**src/adc_seq_defines.vh**
```
`ifndef ADC_SEQ_DEFINES_VH
`define ADC_SEQ_DEFINES_VH
// Bus clock rate in kHz
`define BUS_CLK_KHZ 200000
// Highest conversion clock rate in kHz
`define CONV_CLK_MAX_KHZ 2000
// Least prescale ratio that keeps the conversion clock in range
`define PRESCALE_MIN ((`BUS_CLK_KHZ + `CONV_CLK_MAX_KHZ - 1) / `CONV_CLK_MAX_KHZ)
// Prescaler reset value, in bus cycles per conversion clock half period
`define PRESCALE_HALF_RST 7'h32
// Sample window length in conversion clock cycles
`define SAMPLE_CYCLES 4'he
// Result width and codes
`define RES_W 10
`define CODE_ZERO 10'h000
`define CODE_FULL 10'h3ff
`define CODE_FIRST 10'h001
// First trial value and its bit index at the start of approximation
`define CODE_MSB_TRIAL 10'h200
`define SAR_MSB_IDX 4'h9
// Channel select codes for the two reference conversions
`define CH_REF_LOW 4'h8
`define CH_REF_HIGH 4'h9
// Control reset values
`define CTRL_RST 1'b0
`define CH_RST 4'h0
`endif

```
**src/sar_step.v**
```verilog
`include "adc_seq_defines.vh"
// ************************************************************
// Successive approximation step
// ************************************************************
module sar_step (
  input wire [9:0] sar_val,
  input wire [3:0] bit_idx,
  input wire comp_high,
  output reg [9:0] sar_out
);
  // Keep or drop the trial bit, then set the next lower trial bit
  always @*
  begin
    sar_out = sar_val;
    if (!comp_high)
      sar_out[bit_idx] = 1'b0;
    if (bit_idx != 4'h0)
      sar_out[bit_idx - 4'h1] = 1'b1;
  end
endmodule

```
**src/sar_adc_sequence_reset_control.v**
```verilog
`include "adc_seq_defines.vh"
module sar_adc_sequence_reset_control (
  input wire clk,
  input wire rst_b,
  input wire ctrl_wr,
  input wire ctrl_power_on,
  input wire [6:0] ctrl_prescale_half,
  input wire stat_wr,
  input wire [3:0] stat_channel,
  input wire stat_int_en,
  input wire result_high_rd,
  input wire result_low_rd,
  input wire comp_in,
  output reg converter_power_on,
  output reg conversion_clk,
  output reg sample_clk_en,
  output reg sar_active,
  output reg [7:0] channel_sel,
  output reg ref_low_sel,
  output reg ref_high_sel,
  output reg [9:0] sar_reg,
  output reg [9:0] result_reg,
  output reg conversion_done_flag,
  output reg irq_req
);
  // ************************************************************
  // State encoding
  // ************************************************************
  localparam ST_IDLE = 3'b001;
  localparam ST_SAMPLE = 3'b010;
  localparam ST_CONVERT = 3'b100;
  // Least half period that keeps the conversion clock in range
  localparam integer PRESC_HALF_MIN_I = `PRESCALE_MIN / 2;
  localparam [6:0] PRESC_HALF_MIN = PRESC_HALF_MIN_I[6:0];

  reg [2:0] state_reg;
  reg [2:0] state_next;
  reg [6:0] presc_cnt_reg;
  reg [6:0] presc_half_reg;
  reg [3:0] chan_reg;
  reg int_en_reg;
  reg [3:0] samp_cnt_reg;
  reg [3:0] bit_idx_reg;
  reg comp_s1_reg;
  reg comp_s2_reg;
  reg conv_tick;
  wire [9:0] sar_stepped;
  wire start_conv;
  wire abort_conv;
  wire is_ref;
  wire [3:0] chan_next;

  // Compare level from the analog comparator, synchronised
  always @(posedge clk)
  begin
    if (!rst_b)
    begin
      comp_s1_reg <= 1'b0;
      comp_s2_reg <= 1'b0;
    end
    else
    begin
      comp_s1_reg <= comp_in;
      comp_s2_reg <= comp_s1_reg;
    end
  end

  // Decode a reference conversion channel
  function is_ref_ch;
    input [3:0] ch;
    begin
      is_ref_ch = (ch == `CH_REF_LOW) || (ch == `CH_REF_HIGH);
    end
  endfunction

  assign start_conv = stat_wr && converter_power_on;
  assign abort_conv = ctrl_wr || !converter_power_on;
  assign is_ref = is_ref_ch(chan_reg);
  // Channel in force from the start cycle on, so routing never shows a stale one
  assign chan_next = stat_wr ? stat_channel : chan_reg;

  // ************************************************************
  // Control registers
  // ************************************************************
  // Power-on bit, prescaler, channel and interrupt enable; set by reset and by register writes
  always @(posedge clk)
  begin
    if (!rst_b)
    begin
      converter_power_on <= `CTRL_RST;
      presc_half_reg <= `PRESCALE_HALF_RST;
      chan_reg <= `CH_RST;
      int_en_reg <= `CTRL_RST;
    end
    else
    begin
      // Writes only store fields here; ctrl_wr also aborts the conversion and stat_wr starts one when powered
      if (ctrl_wr)
      begin
        converter_power_on <= ctrl_power_on;
        if (ctrl_prescale_half >= PRESC_HALF_MIN)
          presc_half_reg <= ctrl_prescale_half;
      end
      if (stat_wr)
      begin
        chan_reg <= stat_channel;
        int_en_reg <= stat_int_en;
      end
    end
  end

  // ************************************************************
  // Conversion clock prescaler
  // ************************************************************
  // Divides the bus clock; held still while powered down
  always @(posedge clk)
  begin
    if (!rst_b || !converter_power_on)
    begin
      presc_cnt_reg <= 7'h00;
      conversion_clk <= 1'b0;
      conv_tick <= 1'b0;
    end
    else if (presc_cnt_reg + 7'h01 >= presc_half_reg)
    begin
      presc_cnt_reg <= 7'h00;
      conversion_clk <= !conversion_clk;
      conv_tick <= !conversion_clk; // Rising edge of conversion clock
    end
    else
    begin
      presc_cnt_reg <= presc_cnt_reg + 7'h01;
      conv_tick <= 1'b0;
    end
  end

  // ************************************************************
  // Sequencer
  // ************************************************************
  // Next state
  always @*
  begin
    state_next = state_reg;
    case (state_reg)
      ST_IDLE:
        if (start_conv)
          state_next = is_ref_ch(stat_channel) ? ST_CONVERT : ST_SAMPLE;
      ST_SAMPLE:
        if (conv_tick && samp_cnt_reg == `SAMPLE_CYCLES - 4'h1)
          state_next = ST_CONVERT;
      ST_CONVERT:
        if (conv_tick && bit_idx_reg == 4'h0)
          state_next = ST_IDLE;
      default:
        state_next = ST_IDLE;
    endcase
    if (abort_conv)
      state_next = ST_IDLE;
    else if (start_conv)
      state_next = is_ref_ch(stat_channel) ? ST_CONVERT : ST_SAMPLE;
  end

  sar_step u_step (
    .sar_val(sar_reg),
    .bit_idx(bit_idx_reg),
    .comp_high(comp_s2_reg),
    .sar_out(sar_stepped)
  );

  // State, counters, SAR and result
  always @(posedge clk)
  begin
    if (!rst_b)
    begin
      state_reg <= ST_IDLE;
      samp_cnt_reg <= 4'h0;
      bit_idx_reg <= 4'h0;
      sar_reg <= `CODE_ZERO;
      result_reg <= `CODE_ZERO;
      conversion_done_flag <= 1'b0;
    end
    else
    begin
      state_reg <= state_next;
      if (state_reg == ST_SAMPLE && conv_tick)
        samp_cnt_reg <= samp_cnt_reg + 4'h1;
      if (start_conv && !abort_conv)
      begin
        samp_cnt_reg <= 4'h0;
        bit_idx_reg <= `SAR_MSB_IDX;
        // MSB trial first; references load their level directly
        if (stat_channel == `CH_REF_LOW)
          sar_reg <= `CODE_ZERO;
        else if (stat_channel == `CH_REF_HIGH)
          sar_reg <= `CODE_FULL;
        else
          sar_reg <= `CODE_MSB_TRIAL;
      end
      else if (state_reg == ST_CONVERT && conv_tick && !abort_conv)
      begin
        if (!is_ref)
          sar_reg <= sar_stepped;
        if (bit_idx_reg == 4'h0)
        begin
          result_reg <= is_ref ? sar_reg : sar_stepped;
          conversion_done_flag <= 1'b1;
        end
        else
          bit_idx_reg <= bit_idx_reg - 4'h1;
      end
      // Completion wins over a simultaneous clear
      if ((stat_wr || result_high_rd || result_low_rd) &&
          !(state_reg == ST_CONVERT && conv_tick && bit_idx_reg == 4'h0 && !abort_conv))
        conversion_done_flag <= 1'b0;
    end
  end

  // ************************************************************
  // Registered outputs
  // ************************************************************
  // Stage enables, channel routing and interrupt
  always @(posedge clk)
  begin
    if (!rst_b)
    begin
      sample_clk_en <= 1'b0;
      sar_active <= 1'b0;
      channel_sel <= 8'h00;
      ref_low_sel <= 1'b0;
      ref_high_sel <= 1'b0;
      irq_req <= 1'b0;
    end
    else
    begin
      sample_clk_en <= (state_next == ST_SAMPLE);
      sar_active <= (state_next == ST_CONVERT);
      channel_sel <= (state_next == ST_SAMPLE) ? (8'h01 << chan_next[2:0]) : 8'h00;
      ref_low_sel <= (state_next == ST_CONVERT) && (chan_next == `CH_REF_LOW);
      ref_high_sel <= (state_next == ST_CONVERT) && (chan_next == `CH_REF_HIGH);
      irq_req <= conversion_done_flag && int_en_reg;
    end
  end
endmodule

```
**config.mk**
```make
export PLATFORM = sky130hd
export DESIGN_NAME = sar_adc_sequence_reset_control
export DESIGN_NICKNAME = d
export VERILOG_FILES = /design/src/sar_step.v /design/src/sar_adc_sequence_reset_control.v
export VERILOG_INCLUDE_DIRS = /design/src /design/src/src
export SDC_FILE = /design/constraint.sdc
export NUM_CORES = 1
export LEC_CHECK = 0
export ABC_CLOCK_PERIOD_IN_PS = 2000
export BUFFER_PORTS_ARGS = -buffer_cell sky130_fd_sc_hd__buf_2
export CAP_MARGIN = 40
export CORE_MARGIN = 8
export CORE_UTILIZATION = 52
export CTS_BUF_LIST = sky130_fd_sc_hd__clkbuf_2
export DETAILED_ROUTE_END_ITERATION = 16
export PLACE_DENSITY_LB_ADDON = 0.08
export RECOVER_POWER = 100
export SLEW_MARGIN = 20
export SYNTH_ARGS = -nofsm -noshare
export SYNTH_HDL_FRONTEND = slang
export SYNTH_SLANG_ARGS = --single-unit
```
**constraint.sdc**
```tcl
create_clock -name clk -period 2 [get_ports clk]
set_clock_uncertainty 0.15 [all_clocks]
set_input_delay 0.1 -clock clk [delete_from_list [all_inputs] [get_ports clk]]
set_output_delay 0.1 -clock clk [all_outputs]
set_load 0.005 [all_outputs]
```
======== Word level (Yosys, flattened, before mapping) ========
Index checks and enable logic that the tools add are counted.
word-level totals
  flip-flop bits (word level) ............. 69
  bits of input ports ..................... 20
  output and inout bits ................... 36
  logic and storage cells ................. 111
cells by class
  $add $sub $neg .......................... 3
  $lt $le $gt $ge ......................... 6
  equality and inequality tests ........... 13
  shift-type cells ........................ 1
  multiplexer cells ....................... 21
  bitwise gates (word level) .............. 7
  reduce and logical (&&, ||, !) cells .... 38
operator list
  operator               count
  $mux W10               6
  $eq A4 B4 Y1 const B   7
  $mux W4                4
  $logic_and A1 B1 Y1    15
  $mux W3                5
  $and A10 B10 Y10       1
  $lt A4 B5 Y1 const B   2
  $not A10 Y10           1
  $or A10 B10 Y10        1
  $mux W9                1
  $pmux W3 S3            1
  $demux W1 S4           2
  $ge A4 B1 Y1 const B   2
  $reduce_and A2 Y1      4
  $reduce_or A2 Y1       4
  $shl A1 B3 Y8 const A  1
  $add A7 B1 Y7 const B  1
  $ge A7 B6 Y1 const B   1
  $ge A7 B7 Y1           1
  $eq A3 B2 Y1 const B   2
  $eq A3 B3 Y1 const B   2
  $logic_or A1 B1 Y1     6
  $logic_not A1 Y1       5
  $add A4 B1 Y4 const B  1
  other kinds (9)        13

======== Depth between registers and ports, before layout ========
Gate-level depths: netlist of the first run.
  depth in word-level cells ............... 12
  gate-level depth with buffers ........... 10

======== By module ========
Synthesis of the first run repeated with hierarchy kept, for this count alone.
unflattened totals
  cells, all modules ...................... 346
  area, all modules ....................... 3,234.4 um^2
by module, submodules not included
  module                          times used  cells each  area each (um^2)  sequential area each (um^2)
  sar_adc_sequence_reset_control  1           312         3,030.4           1,381.3
  sar_step                        1           34          203.9             0.0

======== Worst setup path before layout of the first run ========
OpenSTA, ideal clock, no wires.
  kind .................................... reg2reg
  from .................................... reg presc_cnt_reg[0]
  to ...................................... reg presc_cnt_reg[2]
  library setup time ...................... 0.068 ns
  arrival time ............................ 1.903 ns
  required time ........................... 1.782 ns
  setup slack ............................. -0.120 ns
  stages on the path, launching flop included .. 11
  clock period less this slack ............ 2.120 ns
  cell sequence ........................... dfxtp_1 -> ha_1 -> nand2_1 -> nor2_1 -> xor2_1 -> ha_1 -> a21oi_1 -> o21ai_0 -> a21oi_1 -> nand3_1 -> nor2b_1
between the ends
  longest elaborated chain between the ends .. 3
ends and longest elaborated chain
  element                     RTL line                                                                    RTL
  start, declared             sar_adc_sequence_reset_control.v:38                                         reg [6:0] presc_cnt_reg;
  start signal, assigned      sar_adc_sequence_reset_control.v:132                                        presc_cnt_reg <= presc_cnt_reg + 7'h01;
  $add A7 B1 Y7 (*)           sar_adc_sequence_reset_control.v:124, sar_adc_sequence_reset_control.v:132
  $ge A7 B7 Y1                sar_adc_sequence_reset_control.v:124                                        else if (presc_cnt_reg + 7'h01 >= presc_half_reg)
  $reduce_or A2 Y1 (no line)  -
Every way passes the cells marked *; elsewhere a longest branch is shown, timed or not.
A chain may end at the register's enable or synchronous reset.

======== Worst setup path after layout of the first run ========
  from .................................... in rst_b
  to ...................................... reg presc_half_reg[6]
RTL lines
  element               RTL line                              RTL
  start, declared       sar_adc_sequence_reset_control.v:4    input wire rst_b,
  end signal, assigned  sar_adc_sequence_reset_control.v:91   presc_half_reg <= `PRESCALE_HALF_RST;
  end signal, assigned  sar_adc_sequence_reset_control.v:102  presc_half_reg <= ctrl_prescale_half;
  end, declared         sar_adc_sequence_reset_control.v:39   reg [6:0] presc_half_reg;
No word-level cell between the ends.

==> results of run 1 <==
## routing by layer
metal / global-route usage [%] / share of wire (%) / up-vias / wire, um
met1: 22.41 / 43 / 1417 / 3683
met2: 34.82 / 50 / 81 / 4265
met4: 9.233 / 1.7 / 0 / 150
met3: 3.968 / 5.6 / 15 / 476
li1: - / - / 1520 / -
met5: 0 / 0 / - / 0
## report_power, final
part	internal (mW)	total, mW	switching (mW)	leakage (nW)
sequential	1.40	1.42	0.0207	0.560
combinational	0.127	0.265	0.138	1.07
clock	0.282	0.767	0.485	0.0692
## critical path: cells and delay by family
kind | cells | cell delay [ns]
buffers and inverters | 4 | 2.09
AO/OA/AOI/OAI | 1 | 0.26
## Yosys cell counts, types with 3 or more instances
library cell  instances  area, um2
nand2_2               3      18.77
nand2_1              34      127.6
a21oi_1              28      140.1
mux2i_1               7      70.07
xnor2_1               4      35.03
a31oi_1               3      18.77
nor2b_1               7      43.79
nand2b_1             13      81.33
nand3_1              12      60.06
ha_1                 16      200.2
buf_2                 6      30.03
clkbuf_1              6      22.52
xor2_1                6      52.55
o211ai_1             12      90.09
nand4_1               5      31.28
inv_1                14      52.55
nor3_1                7      35.03
nor2_1               47      176.4
o21ai_0              16      80.08
dfxtp_1              69       1381
a31oi_2               7      87.58
## cell type report
type | count | area, um2
Tap cell | 75 | 93.84
Inverter | 14 | 52.55
Sequential cell | 69 | 1384
Multi-Input combinational cell | 271 | 1782
Fill cell | 540 | 1792
Timing Repair Buffer | 113 | 749.5
Clock buffer | 10 | 50.05
Clock inverter | 5 | 52.55
## repair_timing
item,in CTS,in global routing
gates resized for setup,4,7
gates cloned,0,1
pin swaps,6,6
setup buffers,4,1
endpoints found under the hold margin,42,0
setup endpoints to repair,9,25
hold buffers,33,0
## cells by family after synthesis
logic type,after synthesis,synth area share (%)
xor+xnor,10,2.704
flops,69,42.64
fa+ha+maj,16,6.180
buf+inv,28,3.940
compound gates,90,19.35
mux,7,2.163
simple gates,147,23.02
## per-stage QoR
step                      power, mW  util (%)  worst slack (ns)
final                         2.454     69.92           -0.1735
after global routing          2.561     69.92           -0.2934
after floorplan               1.570         -           0.01739
after CTS                     2.458     70.15           -0.1656
after global placement        1.641     62.06          -0.06926
after detailed placement      1.646     62.06           -0.1437
## worst max path at each step
stage                           startpoint                end  cells past startpoint
after floorplan           presc_cnt_reg[0]   presc_cnt_reg[2]                     10
after global placement    presc_cnt_reg[1]   presc_cnt_reg[5]                     10
after detailed placement  presc_cnt_reg[1]   presc_cnt_reg[5]                     10
after CTS                 presc_cnt_reg[1]   presc_cnt_reg[6]                     10
after global routing      presc_cnt_reg[1]   presc_cnt_reg[6]                     10
final                                rst_b  presc_half_reg[6]                      5
==> flow_summary.toml, run 1 <==
[status]
status = "finished, violations left"
violations = "negative setup slack"

[detailed_routing]
wirelength_um = 8575
first_pass_iters = 4
drc = 0
drtAntennaViolNets = 0
avgRoutedWirePerCell_um = 15.39
via_per_inst = 5.445
num_vias = 3033
drt-initial-drc-count = 193

[place]
portBuffers = 55
dp_hpwl_um = 5817
place_inst = 503
routabilityCongestion = 0.8545
place_area_mm2 = 0.003696

[synthesis]
synthArstFlopShare_pct = 0
synth-edff-count = 0
synth_cell_type_count = 57
synthCells = 367
avgSynthCellArea_um2 = 8.827
yosys_warnings = 0
syn_area_mm2 = 0.003239
ys_seq_elements = 69
synthFlopType = "dfxtp_1"
syn-num-nets = 403
yosysSeqAreaShare_pct = 42.64

[setup_path]
cp_data_arrival_time_ns = 2.45
worstPathMaxFanout = 23
slowest_delay_ns = 0.57
r2r_setup_slack_ns = -0.15
worstPathRequired_ns = 2.27
r2r_cells = 10
cp-end-kind = "register"
reg2reg_from = "presc_cnt_reg[1]"
slowest_stage = "dlygate4sd3_1"
rr_endpoint = "presc_cnt_reg[6]"
start_kind = "input pin"
path_cells = "dlygate4sd3_1, clkbuf_1, inv_1, a21oi_1, dlygate4sd3_1"
path_class = "input pin to register"
critPathMostFrequentCell = "dlygate4sd3_1"

[cells_and_area]
diodes = 0
area_growth_pct = 28.54
layout-drive-gt1-share_pct = 20.33
layout_commonest_cell = "dfxtp_1"
fin_nets = 514
final_cell_area_mm2 = 0.004164
layout_common_cells = "dfxtp_1, nor2_1, nand2_1"
fin_cells = 557

[clock_network]
cts_tree = "yes"
h-tree-depth = 3
clk_pin_slew_ns = 0.19
cts_made_buffers = 9
insertion_delay_ns = 0.50
cts-root-buf = "clkbuf_2"
cts.path.max_buffers = 2
clock-sinks = 69

[timing]
fin_crit_ns = 2.173
maxSlewHeadroom_pct = 47.91
finalCritPeriodShare_pct = 108.7
finalHoldViolCount = 0
finalSetupTns_ns = -1.159
rsz0062_at_grt = "true"
worst_pin_slew_ns = 0.7804
fmaxAchievable_mhz = 460.1
timing.hold.ws_ns = 0.3097
setup_violations = 11
slew_viol_final = 0
postLayoutSetupSlackWorst_ns = -0.1735

[floorplan]
dieArea_mm2 = 0.009011
initial_utilization_pct = 54.39
die_w_um = 94.93
fp-row-count = 28
io_pins = 56
die_y_um = 94.93
fp.coreArea_mm2 = 0.005956

[power_and_ir_drop]
p_per_area_mw_per_mm2 = 589.3
leakagePower_nw = 1.701
vdd_ir_drop_max_v = 0.0004042

[hold_path]
min_from = "comp_s1_reg"
hold_path.class = "register to register"
hold_end = "comp_s2_reg"
min_path_cells = 1

[global_routing]
antenna_found_initial = 0
first_global_vias = 3129
grt_usage_pct = 19.78
grt_pass1_wl_um = 14270
grt_remaining_overflow = 0
grt_max_degree = 24

[run]
drv_cap = 0
(Power assumes the default switching activity.)
==> inputs of run 2 (changes only) <==
--- a/config.mk
+++ b/config.mk
@@ -6,15 +6,16 @@
 export SDC_FILE = /design/constraint.sdc
 export NUM_CORES = 1
 export LEC_CHECK = 0
-export ABC_CLOCK_PERIOD_IN_PS = 2000
+export ABC_CLOCK_PERIOD_IN_PS = 2690
 export BUFFER_PORTS_ARGS = -buffer_cell sky130_fd_sc_hd__buf_2
 export CAP_MARGIN = 40
 export CORE_MARGIN = 8
-export CORE_UTILIZATION = 52
+export CORE_UTILIZATION = 60
 export CTS_BUF_LIST = sky130_fd_sc_hd__clkbuf_2
 export DETAILED_ROUTE_END_ITERATION = 16
 export PLACE_DENSITY_LB_ADDON = 0.08
 export RECOVER_POWER = 100
+export SKIP_LAST_GASP = 1
 export SLEW_MARGIN = 20
 export SYNTH_ARGS = -nofsm -noshare
 export SYNTH_HDL_FRONTEND = slang
==> constraint.sdc (replaced) <==
create_clock -name clk -period 2.69 [get_ports clk]
set_clock_uncertainty 0.15 [all_clocks]
set_input_delay 0.1345 -clock clk [delete_from_list [all_inputs] [get_ports clk]]
set_output_delay 0.1345 -clock clk [all_outputs]
set_load 0.005 [all_outputs]
==> run 2 against run 1 <==
- the run now ends clean
- via count decreased by 0.82%
- sequential share of layout area increased by 1.3 points
- largest power group unchanged
- critical path depth grew 4
- critical endpoint is now presc_half_reg[5]
==> flow_summary.toml, run 2 (synthesis gave the netlist of run 1 again) <==
[hold_path]
min_path_cells = 4
min_from = "ctrl_prescale_half[3]"
hold_path.class = "input pin to register"
hold_end = "presc_half_reg[3]"

[run]
drv_cap = 0

[timing]
setup_violations = 0
fmaxAchievable_mhz = 391.3
worst_pin_slew_ns = 0.9173
fin_crit_ns = 2.556
finalCritPeriodShare_pct = 95.01
postLayoutSetupSlackWorst_ns = 0.1342
rsz0062_at_grt = "false"
slew_viol_final = 0
finalHoldViolCount = 0
maxSlewHeadroom_pct = 38.84
finalSetupTns_ns = 0

[setup_path]
slowest_stage = "dlygate4sd3_1"
path_class = "input pin to register"
worstPathMaxFanout = 10
r2r_setup_slack_ns = 0.26
start_kind = "input pin"
reg2reg_from = "presc_cnt_reg[0]"
rr_endpoint = "presc_cnt_reg[5]"
critPathMostFrequentCell = "dlygate4sd3_1"
path_cells = "dlygate4sd3_1, clkbuf_1, o311a_1, o21ai_4, nand2_1, o21ai_0, dlygate4sd3_1, nand2_1, dlygate4sd3_1"
cp-end-kind = "register"
r2r_cells = 10
cp_data_arrival_time_ns = 2.85
slowest_delay_ns = 0.58
worstPathRequired_ns = 2.99

[global_routing]
grt_usage_pct = 21.18
grt_pass1_wl_um = 13240
antenna_found_initial = 0
grt_max_degree = 25
grt_remaining_overflow = 0
first_global_vias = 2868

[clock_network]
cts_made_buffers = 9
h-tree-depth = 3
insertion_delay_ns = 0.52
cts_setup_buffers = 0
clk_pin_slew_ns = 0.21
clock-sinks = 69
cts-root-buf = "clkbuf_2"
cts_tree = "yes"
cts.path.max_buffers = 2

[cells_and_area]
multi_input_area_mm2 = 0.001732
layout_commonest_cell = "dfxtp_1"
layout-drive-gt1-share_pct = 13.85
area_growth_pct = 23.60
fillers = 379
fin_cells = 532
final_cell_area_mm2 = 0.004004
layout_common_cells = "dfxtp_1, nor2_1, dlygate4sd3_1"
utilization_pct = 77.41
diodes = 0
register_area_mm2 = 0.001381
fin_nets = 493

[floorplan]
initial_utilization_pct = 62.63
die_y_um = 89.48
fp.coreArea_mm2 = 0.005172
dieArea_mm2 = 0.008006
io_pins = 56
die_w_um = 89.48
fp-row-count = 26

[detailed_routing]
drtAntennaViolNets = 0
wirelength_um = 8159
num_vias = 3008
drt-initial-drc-count = 251
avgRoutedWirePerCell_um = 15.34
first_pass_iters = 5
drc = 0
wl_met1_um = 3629
wl_met3_um = 555
via_per_inst = 5.654
wl_met2_um = 3814
dr.max_layer_used = "met4"

[place]
place_ws_ns = 0.2976
portBuffers = 55
place_inst = 480
place_area_mm2 = 0.003542
routabilityCongestion = 0.9462
dp_hpwl_um = 5485

[status]
status = "finished clean"

[power_and_ir_drop]
leakagePower_nw = 1.579
vdd_ir_drop_max_v = 0.0003865
p_per_area_mw_per_mm2 = 482.9
[run 2: power breakdown]
part	total [mW]	switching [mW]	internal, mW
sequential	1.06	0.0170	1.04
clock	0.692	0.380	0.312
combinational	0.182	0.0945	0.0875
[run 2: per-layer routing]
layer | vias up | GRT usage (%)
met4 | 0 | 9.668
met3 | 20 | 4.504
li1 | 1475 | -
met2 | 112 | 34.95
met1 | 1401 | 25.73
met5 | - | 0
[run 2: worst max-delay path by stage]
stage,start,endpoint,slack [ns]
after detailed placement,presc_cnt_reg[0],presc_cnt_reg[3],0.30
after floorplan,presc_cnt_reg[0],presc_cnt_reg[2],0.57
after CTS,ctrl_prescale_half[2],presc_half_reg[5],0.11
after global routing,ctrl_prescale_half[2],presc_half_reg[5],0.02
after global placement,presc_cnt_reg[0],presc_cnt_reg[4],0.39
final,ctrl_prescale_half[2],presc_half_reg[5],0.13
[run 2: stage by stage]
| stage | power, mW | hold WS, ns |
|---|---|---|
| 5_1_grt | 2.007 | 0.2351 |
| 6_report | 1.934 | 0.2498 |
| 2_1_floorplan | 1.166 | 0.1118 |
| 3_3_place_gp | 1.210 | 0.1952 |
| 4_1_cts | 1.936 | 0.2246 |
| 3_5_place_dp | 1.213 | 0.1993 |
[run 2: critical path: cells and delay by family]
family / cells / cell delay (ns)
buffers and inverters: 4 / 1.82
AND/OR/NAND/NOR: 2 / 0.14
AO/OA/AOI/OAI: 3 / 0.76
[run 2: final cells by class]
cell class | count | share of cell area (%)
clock buffer | 10 | 1.250
clock inverter | 6 | 2.188
inverter | 14 | 1.313
multi-input combinational | 270 | 43.25
sequential | 69 | 34.50
tap | 70 | 2.188
timing repair buffer | 93 | 15.31
[run 2: repair_timing]
item,in CTS,in global routing
hold buffers,36,0
gates resized for setup,0,2
setup endpoints to repair,0,9
hold endpoints to repair,45,0
